===== src/ccc_pkg.sv =====
package ccc_pkg;

  // Register bus geometry
  localparam int ADDR_W = 8;
  localparam int DATA_W = 32;

  // Register offsets
  localparam logic [ADDR_W-1:0] ADR_CMD_CTRL = 8'h00;
  localparam logic [ADDR_W-1:0] ADR_CLK_CTRL = 8'h04;
  localparam logic [ADDR_W-1:0] ADR_STATUS   = 8'h08;
  localparam logic [ADDR_W-1:0] ADR_TX_DELAY = 8'h0C;

  // Field positions
  localparam int CMD_LSB        = 0;
  localparam int CMD_W          = 3;
  localparam int START_SEND_BIT = 3;
  localparam int CLK_SEL_LSB    = 0;
  localparam int CLK_SEL_W      = 2;
  localparam int RELEASE_BIT    = 2;
  localparam int SYNTH_BIT      = 4;
  localparam int FALLBACK_BIT   = 5;
  localparam int ST_TXACT_BIT   = 4;
  localparam int ST_RXEN_BIT    = 5;
  localparam int ST_CLKERR_BIT  = 15;
  localparam int DELAY_W        = 16;

  // Clock stand-in dividers (half periods in ref_clk cycles)
  localparam int DIV_W = 4;
  localparam logic [DIV_W-1:0] PLL_HALF_CYC = 4'h4;
  localparam logic [DIV_W-1:0] TMP_HALF_CYC = 4'h8;

  // Command codes
  typedef enum logic [2:0] {
    HALT_CMD      = 3'b000,
    TX_CMD        = 3'b001,
    RX_CMD        = 3'b010,
    TRX_CMD       = 3'b011,
    HOLD_CMD      = 3'b100,
    SELF_ECHO_CMD = 3'b101,
    PRBS_CMD      = 3'b110,
    RSVD_CMD      = 3'b111
  } ccc_cmd_t;

  // Clock source selection and actual source
  typedef enum logic [1:0] {
    SRC_AUTO = 2'b00,
    SRC_RF   = 2'b01,
    SRC_PLL  = 2'b10,
    SRC_TEMP = 2'b11
  } ccc_src_t;

  // Sequencer states
  typedef enum logic [2:0] {
    ST_IDLE = 3'b000,
    ST_WAIT = 3'b001,
    ST_TX   = 3'b010,
    ST_RX   = 3'b011,
    ST_ECHO = 3'b100,
    ST_PRBS = 3'b101,
    ST_ARM  = 3'b110
  } ccc_fsm_t;

  // Register bus request
  typedef struct packed {
    logic              wr;
    logic              rd;
    logic [ADDR_W-1:0] addr;
    logic [DATA_W-1:0] wdata;
  } ccc_bus_t;

  // Whole state of the block
  typedef struct packed {
    logic               fld_s1;
    logic               fld_s2;
    logic               fld_q;
    logic               lnk_s1;
    logic               lnk_s2;
    logic               busy_q;
    ccc_cmd_t           cmd;
    logic               start_send;
    ccc_src_t           clk_sel;
    logic               fallback;
    logic               synth;
    logic [DELAY_W-1:0] delay;
    logic [DELAY_W-1:0] wait_cnt;
    ccc_fsm_t           fsm;
    logic               tx_pulse;
    logic               rx_en;
    logic               prbs;
    logic               temp_latched;
    ccc_src_t           cur_src;
    logic               fe_clk;
    logic [DIV_W-1:0]   pll_cnt;
    logic               pll_lvl;
    logic [DIV_W-1:0]   tmp_cnt;
    logic               tmp_lvl;
    logic [DATA_W-1:0]  rdata;
  } ccc_state_t;

  localparam ccc_state_t STATE_RST = '0;

endpackage


===== src/ccc_cmd_clk_ctrl.sv =====
// Decided for this implementation: strobed register access.
`timescale 1ns/100ps
`default_nettype none
module ccc_cmd_clk_ctrl
  import ccc_pkg::*;
(
  input  wire logic              ref_clk_i,    // System clock
  input  wire logic              nrst_i,       // Async reset, active low
  input  wire ccc_bus_t          bus_i,        // Register request
  output var  logic [DATA_W-1:0] rdata_o,      // Read data, one cycle later
  input  wire logic              field_det_i,  // External field present, async
  input  wire logic              link_clk_i,   // Received field clock, async
  input  wire logic              initiator_i,  // Poll-side role setting
  input  wire logic              tx_busy_i,    // Encoder sending
  input  wire logic              rx_done_i,    // Reception ended, one pulse
  output logic                   tx_start_o,   // Start encoder, one pulse
  output logic                   rx_en_o,      // Receiver enabled
  output logic                   prbs_o,       // Encoder sends test stream
  output logic [1:0]             clk_src_o,    // Source in use
  output logic                   fe_clk_o      // Front-end clock
);

  ccc_state_t s;       // Registered state
  ccc_state_t next_s;  // Next state
  logic       wr_cmd;  // Write to command register
  logic       wr_clk;  // Write to clock register
  ccc_cmd_t   new_cmd; // Command field of a write
  ccc_src_t   want;    // Source the selector asks for
  logic       fld_fall; // Field just lost
  logic       tx_fall;  // Encoder just went idle
  logic [3:0] lvl;      // Level of each source

  // Decode bus writes
  assign wr_cmd  = bus_i.wr && (bus_i.addr == ADR_CMD_CTRL);
  assign wr_clk  = bus_i.wr && (bus_i.addr == ADR_CLK_CTRL);
  assign new_cmd = ccc_cmd_t'(bus_i.wdata[CMD_LSB +: CMD_W]);
  assign fld_fall = s.fld_q && !s.fld_s2;
  assign tx_fall  = s.busy_q && !tx_busy_i;

  // Level of every candidate source
  always_comb begin
    lvl = 4'h0;
    lvl[SRC_RF]   = s.lnk_s2;
    lvl[SRC_PLL]  = s.pll_lvl;
    lvl[SRC_TEMP] = s.tmp_lvl;
  end

  // Source wanted by the selector
  always_comb begin
    case (s.clk_sel)
      SRC_RF:   want = SRC_RF;
      SRC_PLL:  want = SRC_PLL;
      SRC_TEMP: want = SRC_TEMP;
      default: begin
        if (s.temp_latched) begin
          want = SRC_TEMP;
        end else if (s.synth && tx_busy_i) begin
          want = SRC_PLL;
        end else if (s.fld_s2) begin
          want = SRC_RF;
        end else begin
          want = SRC_PLL;
        end
      end
    endcase
  end

  // Next state
  always_comb begin
    next_s = s;
    // Synchronisers and edge history
    next_s.fld_s1 = field_det_i;
    next_s.fld_s2 = s.fld_s1;
    next_s.fld_q  = s.fld_s2;
    next_s.lnk_s1 = link_clk_i;
    next_s.lnk_s2 = s.lnk_s1;
    next_s.busy_q = tx_busy_i;
    next_s.tx_pulse = 1'b0;

    // Sequencer
    case (s.fsm)
      ST_TX: begin
        if (tx_fall) begin
          if (s.cmd == TRX_CMD) begin
            next_s.fsm = ST_RX;
          end else begin
            next_s.fsm = ST_IDLE;
            next_s.cmd = HALT_CMD;
          end
        end
      end
      ST_RX: begin
        if (rx_done_i) begin
          if (s.cmd == TRX_CMD) begin
            next_s.fsm = ST_ARM;
          end else begin
            next_s.fsm = ST_IDLE;
            next_s.cmd = HALT_CMD;
          end
        end
      end
      ST_ARM: begin
        if (s.start_send) begin
          next_s.wait_cnt = s.delay;
          next_s.fsm = ST_WAIT;
        end
      end
      ST_WAIT: begin
        if (s.wait_cnt == '0) begin
          next_s.tx_pulse   = 1'b1;
          next_s.start_send = 1'b0;
          next_s.fsm        = ST_TX;
        end else begin
          next_s.wait_cnt = s.wait_cnt - 16'h0001;
        end
      end
      ST_ECHO: next_s.fsm = ST_ECHO;
      ST_PRBS: next_s.fsm = ST_PRBS;
      ST_IDLE: next_s.fsm = ST_IDLE;
      default: next_s.fsm = ST_IDLE;
    endcase

    // Command register write; a new command restarts the sequencer
    if (wr_cmd) begin
      case (new_cmd)
        HALT_CMD: begin
          next_s.cmd        = HALT_CMD;
          next_s.fsm        = ST_IDLE;
          next_s.start_send = 1'b0;
          next_s.tx_pulse   = 1'b0;
        end
        TX_CMD: begin
          next_s.cmd      = TX_CMD;
          next_s.fsm      = ST_TX;
          next_s.tx_pulse = 1'b1;
        end
        RX_CMD: begin
          next_s.cmd = RX_CMD;
          next_s.fsm = ST_RX;
        end
        TRX_CMD: begin
          next_s.cmd = TRX_CMD;
          next_s.fsm = initiator_i ? ST_ARM : ST_RX;
        end
        SELF_ECHO_CMD: begin
          next_s.cmd      = SELF_ECHO_CMD;
          next_s.fsm      = ST_ECHO;
          next_s.tx_pulse = 1'b1;
        end
        PRBS_CMD: begin
          next_s.cmd      = PRBS_CMD;
          next_s.fsm      = ST_PRBS;
          next_s.tx_pulse = 1'b1;
        end
        default: begin
          // Keep or reserved code: command stays as it is
          next_s.cmd = s.cmd;
        end
      endcase
      // Start-send set wins over the hardware clear
      if (bus_i.wdata[START_SEND_BIT] && (next_s.cmd == TRX_CMD)) begin
        next_s.start_send = 1'b1;
      end
    end

    // Receiver and test stream follow the sequencer state
    next_s.rx_en = (next_s.fsm == ST_RX) || (next_s.fsm == ST_ECHO);
    next_s.prbs  = (next_s.fsm == ST_PRBS);

    // Clock control and delay writes
    if (wr_clk) begin
      next_s.clk_sel  = ccc_src_t'(bus_i.wdata[CLK_SEL_LSB +: CLK_SEL_W]);
      next_s.synth    = bus_i.wdata[SYNTH_BIT];
      next_s.fallback = bus_i.wdata[FALLBACK_BIT];
      if (bus_i.wdata[RELEASE_BIT]) begin
        next_s.temp_latched = 1'b0;
      end
    end
    if (bus_i.wr && (bus_i.addr == ADR_TX_DELAY)) begin
      next_s.delay = bus_i.wdata[DELAY_W-1:0];
    end
    // Field loss latches the temporary clock; set wins over release
    if (fld_fall && s.fallback && (s.clk_sel == SRC_AUTO)) begin
      next_s.temp_latched = 1'b1;
    end

    // Stand-in dividers for synthesized and temporary clocks
    if (s.pll_cnt == PLL_HALF_CYC - 4'h1) begin
      next_s.pll_cnt = '0;
      next_s.pll_lvl = !s.pll_lvl;
    end else begin
      next_s.pll_cnt = s.pll_cnt + 4'h1;
    end
    if (s.tmp_cnt == TMP_HALF_CYC - 4'h1) begin
      next_s.tmp_cnt = '0;
      next_s.tmp_lvl = !s.tmp_lvl;
    end else begin
      next_s.tmp_cnt = s.tmp_cnt + 4'h1;
    end

    // Switch only while output and new source are both low
    if ((want != s.cur_src) && !s.fe_clk && !lvl[want]) begin
      next_s.cur_src = want;
    end
    next_s.fe_clk = lvl[next_s.cur_src];

    // Read data, one cycle after the strobe
    next_s.rdata = '0;
    if (bus_i.rd) begin
      case (bus_i.addr)
        ADR_CMD_CTRL: begin
          next_s.rdata[CMD_LSB +: CMD_W] = s.cmd;
          next_s.rdata[START_SEND_BIT]   = s.start_send;
        end
        ADR_CLK_CTRL: begin
          next_s.rdata[CLK_SEL_LSB +: CLK_SEL_W] = s.clk_sel;
          next_s.rdata[SYNTH_BIT]    = s.synth;
          next_s.rdata[FALLBACK_BIT] = s.fallback;
        end
        ADR_STATUS: begin
          next_s.rdata[ST_CLKERR_BIT] = (s.cur_src == SRC_TEMP);
          next_s.rdata[ST_TXACT_BIT]  = tx_busy_i;
          next_s.rdata[ST_RXEN_BIT]   = s.rx_en;
        end
        ADR_TX_DELAY: begin
          next_s.rdata[DELAY_W-1:0] = s.delay;
        end
        default: next_s.rdata = '0;
      endcase
    end
  end

  // State register
  always_ff @(posedge ref_clk_i or negedge nrst_i) begin
    if (!nrst_i) begin
      s <= STATE_RST;
    end else begin
      s <= next_s;
    end
  end

  // Outputs straight from flops
  assign rdata_o    = s.rdata;
  assign tx_start_o = s.tx_pulse;
  assign rx_en_o    = s.rx_en;
  assign prbs_o     = s.prbs;
  assign clk_src_o  = s.cur_src;
  assign fe_clk_o   = s.fe_clk;
endmodule
`default_nettype wire


===== config.mk =====
export PLATFORM = sky130hd
export DESIGN_NAME = ccc_cmd_clk_ctrl
export DESIGN_NICKNAME = d
export VERILOG_FILES = /design/src/ccc_pkg.sv /design/src/ccc_cmd_clk_ctrl.sv
export SDC_FILE = /design/constraint.sdc
export NUM_CORES = 1
export LEC_CHECK = 0
export BUFFER_PORTS_ARGS = -buffer_cell sky130_fd_sc_hd__buf_2
export CORE_ASPECT_RATIO = 1.4
export CORE_MARGIN = 5
export CORE_UTILIZATION = 30
export CTS_CLUSTER_DIAMETER = 60
export DETAILED_ROUTE_END_ITERATION = 7
export SETUP_SLACK_MARGIN = 0.02
export SLEW_MARGIN = 20
export SYNTH_ARGS = -nofsm -noshare
export SYNTH_HDL_FRONTEND = slang
export SYNTH_SLANG_ARGS = --single-unit

===== constraint.sdc =====
create_clock -name ref_clk_i -period 2.2 [get_ports ref_clk_i]
set_clock_uncertainty 0.2 [all_clocks]
set_input_delay 0.33 -clock ref_clk_i [delete_from_list [all_inputs] [get_ports ref_clk_i]]
set_output_delay 0.33 -clock ref_clk_i [all_outputs]
set_load 0.01 [all_outputs]

==> results.md <==
- Largest net degree at the start of global routing: 51
- CTS buffer count: 9
- Main synth FF type: dfrtp_1
- Hold Path Sink: s[84]
- Largest area contributor in the netlist: dfrtp_1
- Initial Util: 0.304
- Seq/Total Area, Yosys: 0.487
- Slowest CP cell: or3_1
- DRC viols: 0
- #FFs+latches synth: 82
- Min-Delay Path Depth: 3
- Clk root buf: clkbuf_16
- Critical-path cell list: or3_1, nor4_2, nand3_1, o31a_1, o21ai_0, o21ai_0
- Clock Sinks: 82
- Placed cells: 662
- PwrDens: 653 nW/um^2
- Fmax: 471 MHz
- Worst vdd ir: just under 0.4 mV
- Hold Vio Cnt, Final: 0
- Fillers: 1403
- Max-Cap Viols: 0
- Wire per inst: 14.3 um
- CP arrival: 2130 ps
- First-pass GRT wire length: 16000 um
- Non-filler cells in the finished layout: 682
- Total GRT Usage: 0.123
- Reg-to-Reg Start: s[58]
- Pint: 2500 uW
- Asr flop ratio synth: 1.00
- Mapped Area: between 4000 and 5000 um^2
- Vias post-DR: 3287
- Worst R2R Setup Slack: 80 ps
- I/O pin count: between 80 and 90
- Syn Area/Cell: 9.88 um^2
- Worst-path clk slew: 60 ps
- Post-DP HPWL: 7320 um
- Cell repeated most along the worst path: o21ai_0
- Startpoint types: register
- Slowest Stage Delay on Critical Path: 410 ps
- Vias per inst: 4.82
- Hold Crit Start: bus_i[4]
- Nets@finish: 546
- Yosys top cell area share: 0.487
- Full die area: 16500 um^2
- Gpl congestion: 0.885
- Top cells by area, synth: dfrtp_1 49%, buf_4 6.1%, o21ai_0 4.8%, mux2_2 3.7%, a21oi_1 3.3%
- Initial antenna violation count: 0
- Clock power frac: 0.409
- WP data required: 2200 ps
- Switch Pwr: 806 uW
- Layout cell share with drive strength beyond 1: 0.266
- Reg2Reg Capture Point: s[67]
- P&R area growth vs syn: 20.1%
- Netlist cell types: 56
- Fin crit share: 0.966
- Max FO, Critical Path: 4
- Leak: approximately 0.0024 uW
- RSZ-0062 raised after global routing: false
- Tmin final: 2120 ps
- Combinational power share: 0.098
- Grt ovf: 0
- Critical Path Start: s[58]
- Clock Path Buffers: 2
- Crit end category: register
- ANT nets after route: 0
- Worst Reg-to-Reg Cells: 6
- Number of global-route vias before repair: between 3000 and 4000
- Final Max Tran Viols: 0
- Post-CTS Setup Bufs: 0
- Count leader, synth: dfrtp_1
- Setup TNS: 0 ps
- Number of I/O port buffers: 54
- Post-synth EDFFs: 0
- Die width: roughly 110 um
- Synth top cells by count: 82 x dfrtp_1, 40 x o21ai_0, 34 x buf_4, 32 x nor2_1
- FF/Latch Area: 2050 um^2
- Detailed-router iteration count before antenna repair: 4
- CTS tree: yes
- Area taken by multi-input logic gates: 1870 um^2
- Clk Latency, worst-skew pair: 330 ps
- Num rows: 51
- Status: finished, final reports clean
- CP Class: reg -> reg
- Core box area: 13800 um^2
- Starting DRT DRC Count: between 100 and 150
- Hold crit path type: in -> reg
- Syn Inst Count: ~430
- Final setup violation count: 0
- Flop pwr share: 0.492
- Final WL: 9760 um
- CTS H-tree depth: 3
- Diode count: 0
- Synth warnings: 0
- Switching Fraction: 0.244
- Die Y: 150 um
## timing repair
action	CTS	global route
setup endpoints to repair	0	17
resized for setup	0	11
hold buffers	4	0
hold endpoints to repair	32	0
## state kept, by name (all words and copies together) (netlist names)
| name | count |
|---|---|
| clk_src_o | 2 |
| fe_clk_o | 1 |
| lvl | 3 |
| next_s | 3 |
| prbs_o | 1 |
| rdata_o | 16 |
| rx_en_o | 1 |
| s | 54 |
| tx_start_o | 1 |
## worst max-delay path by stage
stage / depth (start not counted) / slack, ps / endpoint
final: 6 / 80 / s[67]
after CTS: 8 / 30 / fe_clk_o
after floorplan: 5 / 130 / s[68]
after global placement: 8 / -100 / prbs_o
after global routing: 6 / 20 / s[67]
after detailed placement: 7 / -110 / rx_en_o
## area by class of cell
class | count | area share
Inverter | 11 | 0.00817
Multi-Input combinational cell | 297 | 0.369
Clock buffer | 10 | 0.0473
Timing Repair Buffer | 92 | 0.118
Clock inverter | 5 | 0.00619
Tap cell | 185 | 0.0458
Sequential cell | 82 | 0.406
## power by group through the flow
stage	clock network, uW	registers [uW]	logic, uW
floorplan	0	1640	230
detailed placement	0	1650	321
global placement	0	1650	312
finish	1350	1630	324
CTS	1390	1620	327
global route	1450	1630	372
## layout by cell type, fill, tap and decap left out, types with 4 or more instances in the layout
master / count
dfrtp_1: 82
buf_2: 54
o21ai_0: 39
nor2_1: 32
buf_4: 31
nand2_1: 28
a21oi_1: 26
conb_1: 16
and2_1: 14
mux2_2: 14
nand3_1: 13
a22oi_1: 12
inv_1: 11
nor3_1: 10
clkbuf_16: 9
mux2_1: 6
nand2b_1: 5
nor2b_1: 5
nor3b_1: 5
or3_1: 4
nor4_1: 4
o211ai_1: 4
a21o_1: 4
ha_1: 4
dlygate4sd3_1: 4
## cells by family (layout without fill, tap and decap cells)
logic type               Yosys count  in the layout  synth area share
AND/OR/NAND/NOR                  142            142             0.185
AO/OA/AOI/OAI                    108            108             0.157
flip-flops                        82             82             0.487
buffers and inverters             62            118            0.0892
multiplexers                      22             22            0.0582
XOR/XNOR                           5              5            0.0104
adder cells (fa/ha/maj)            4              4            0.0119
other                              1             16          0.000891
## per-layer routing
layer	track usage	wire length, um	up-vias
li1	-	-	1594
met1	0.154	4050	1594
met2	0.212	5040	91
met3	0.0275	561	8
met4	0.0357	106	0
met5	0	0	-
## metrics by stage
step / hold slack, ps / util / worst slack (ps) / power (uW) / instance area (um^2)
after detailed placement: 97.0 / 0.340 / -110 / 1970 / 4710
final: 8.97 / 0.365 / 75.1 / 3300 / 5050
after CTS: 2.59 / 0.363 / 30.3 / 3350 / 5020
after global routing: 7.42 / 0.365 / 22.3 / 3460 / 5050
after floorplan: -166 / - / 131 / 1870 / 4270
after global placement: 99.7 / 0.340 / -104 / 1960 / 4710
## critical path, delay by kind of cell (launching register included)
kind	cells	cell delay, ps
AND/OR/NAND/NOR	3	900
AO/OA/AOI/OAI	3	500
flip-flops	1	400
No activity file was read; power rests on OpenSTA's default activity.
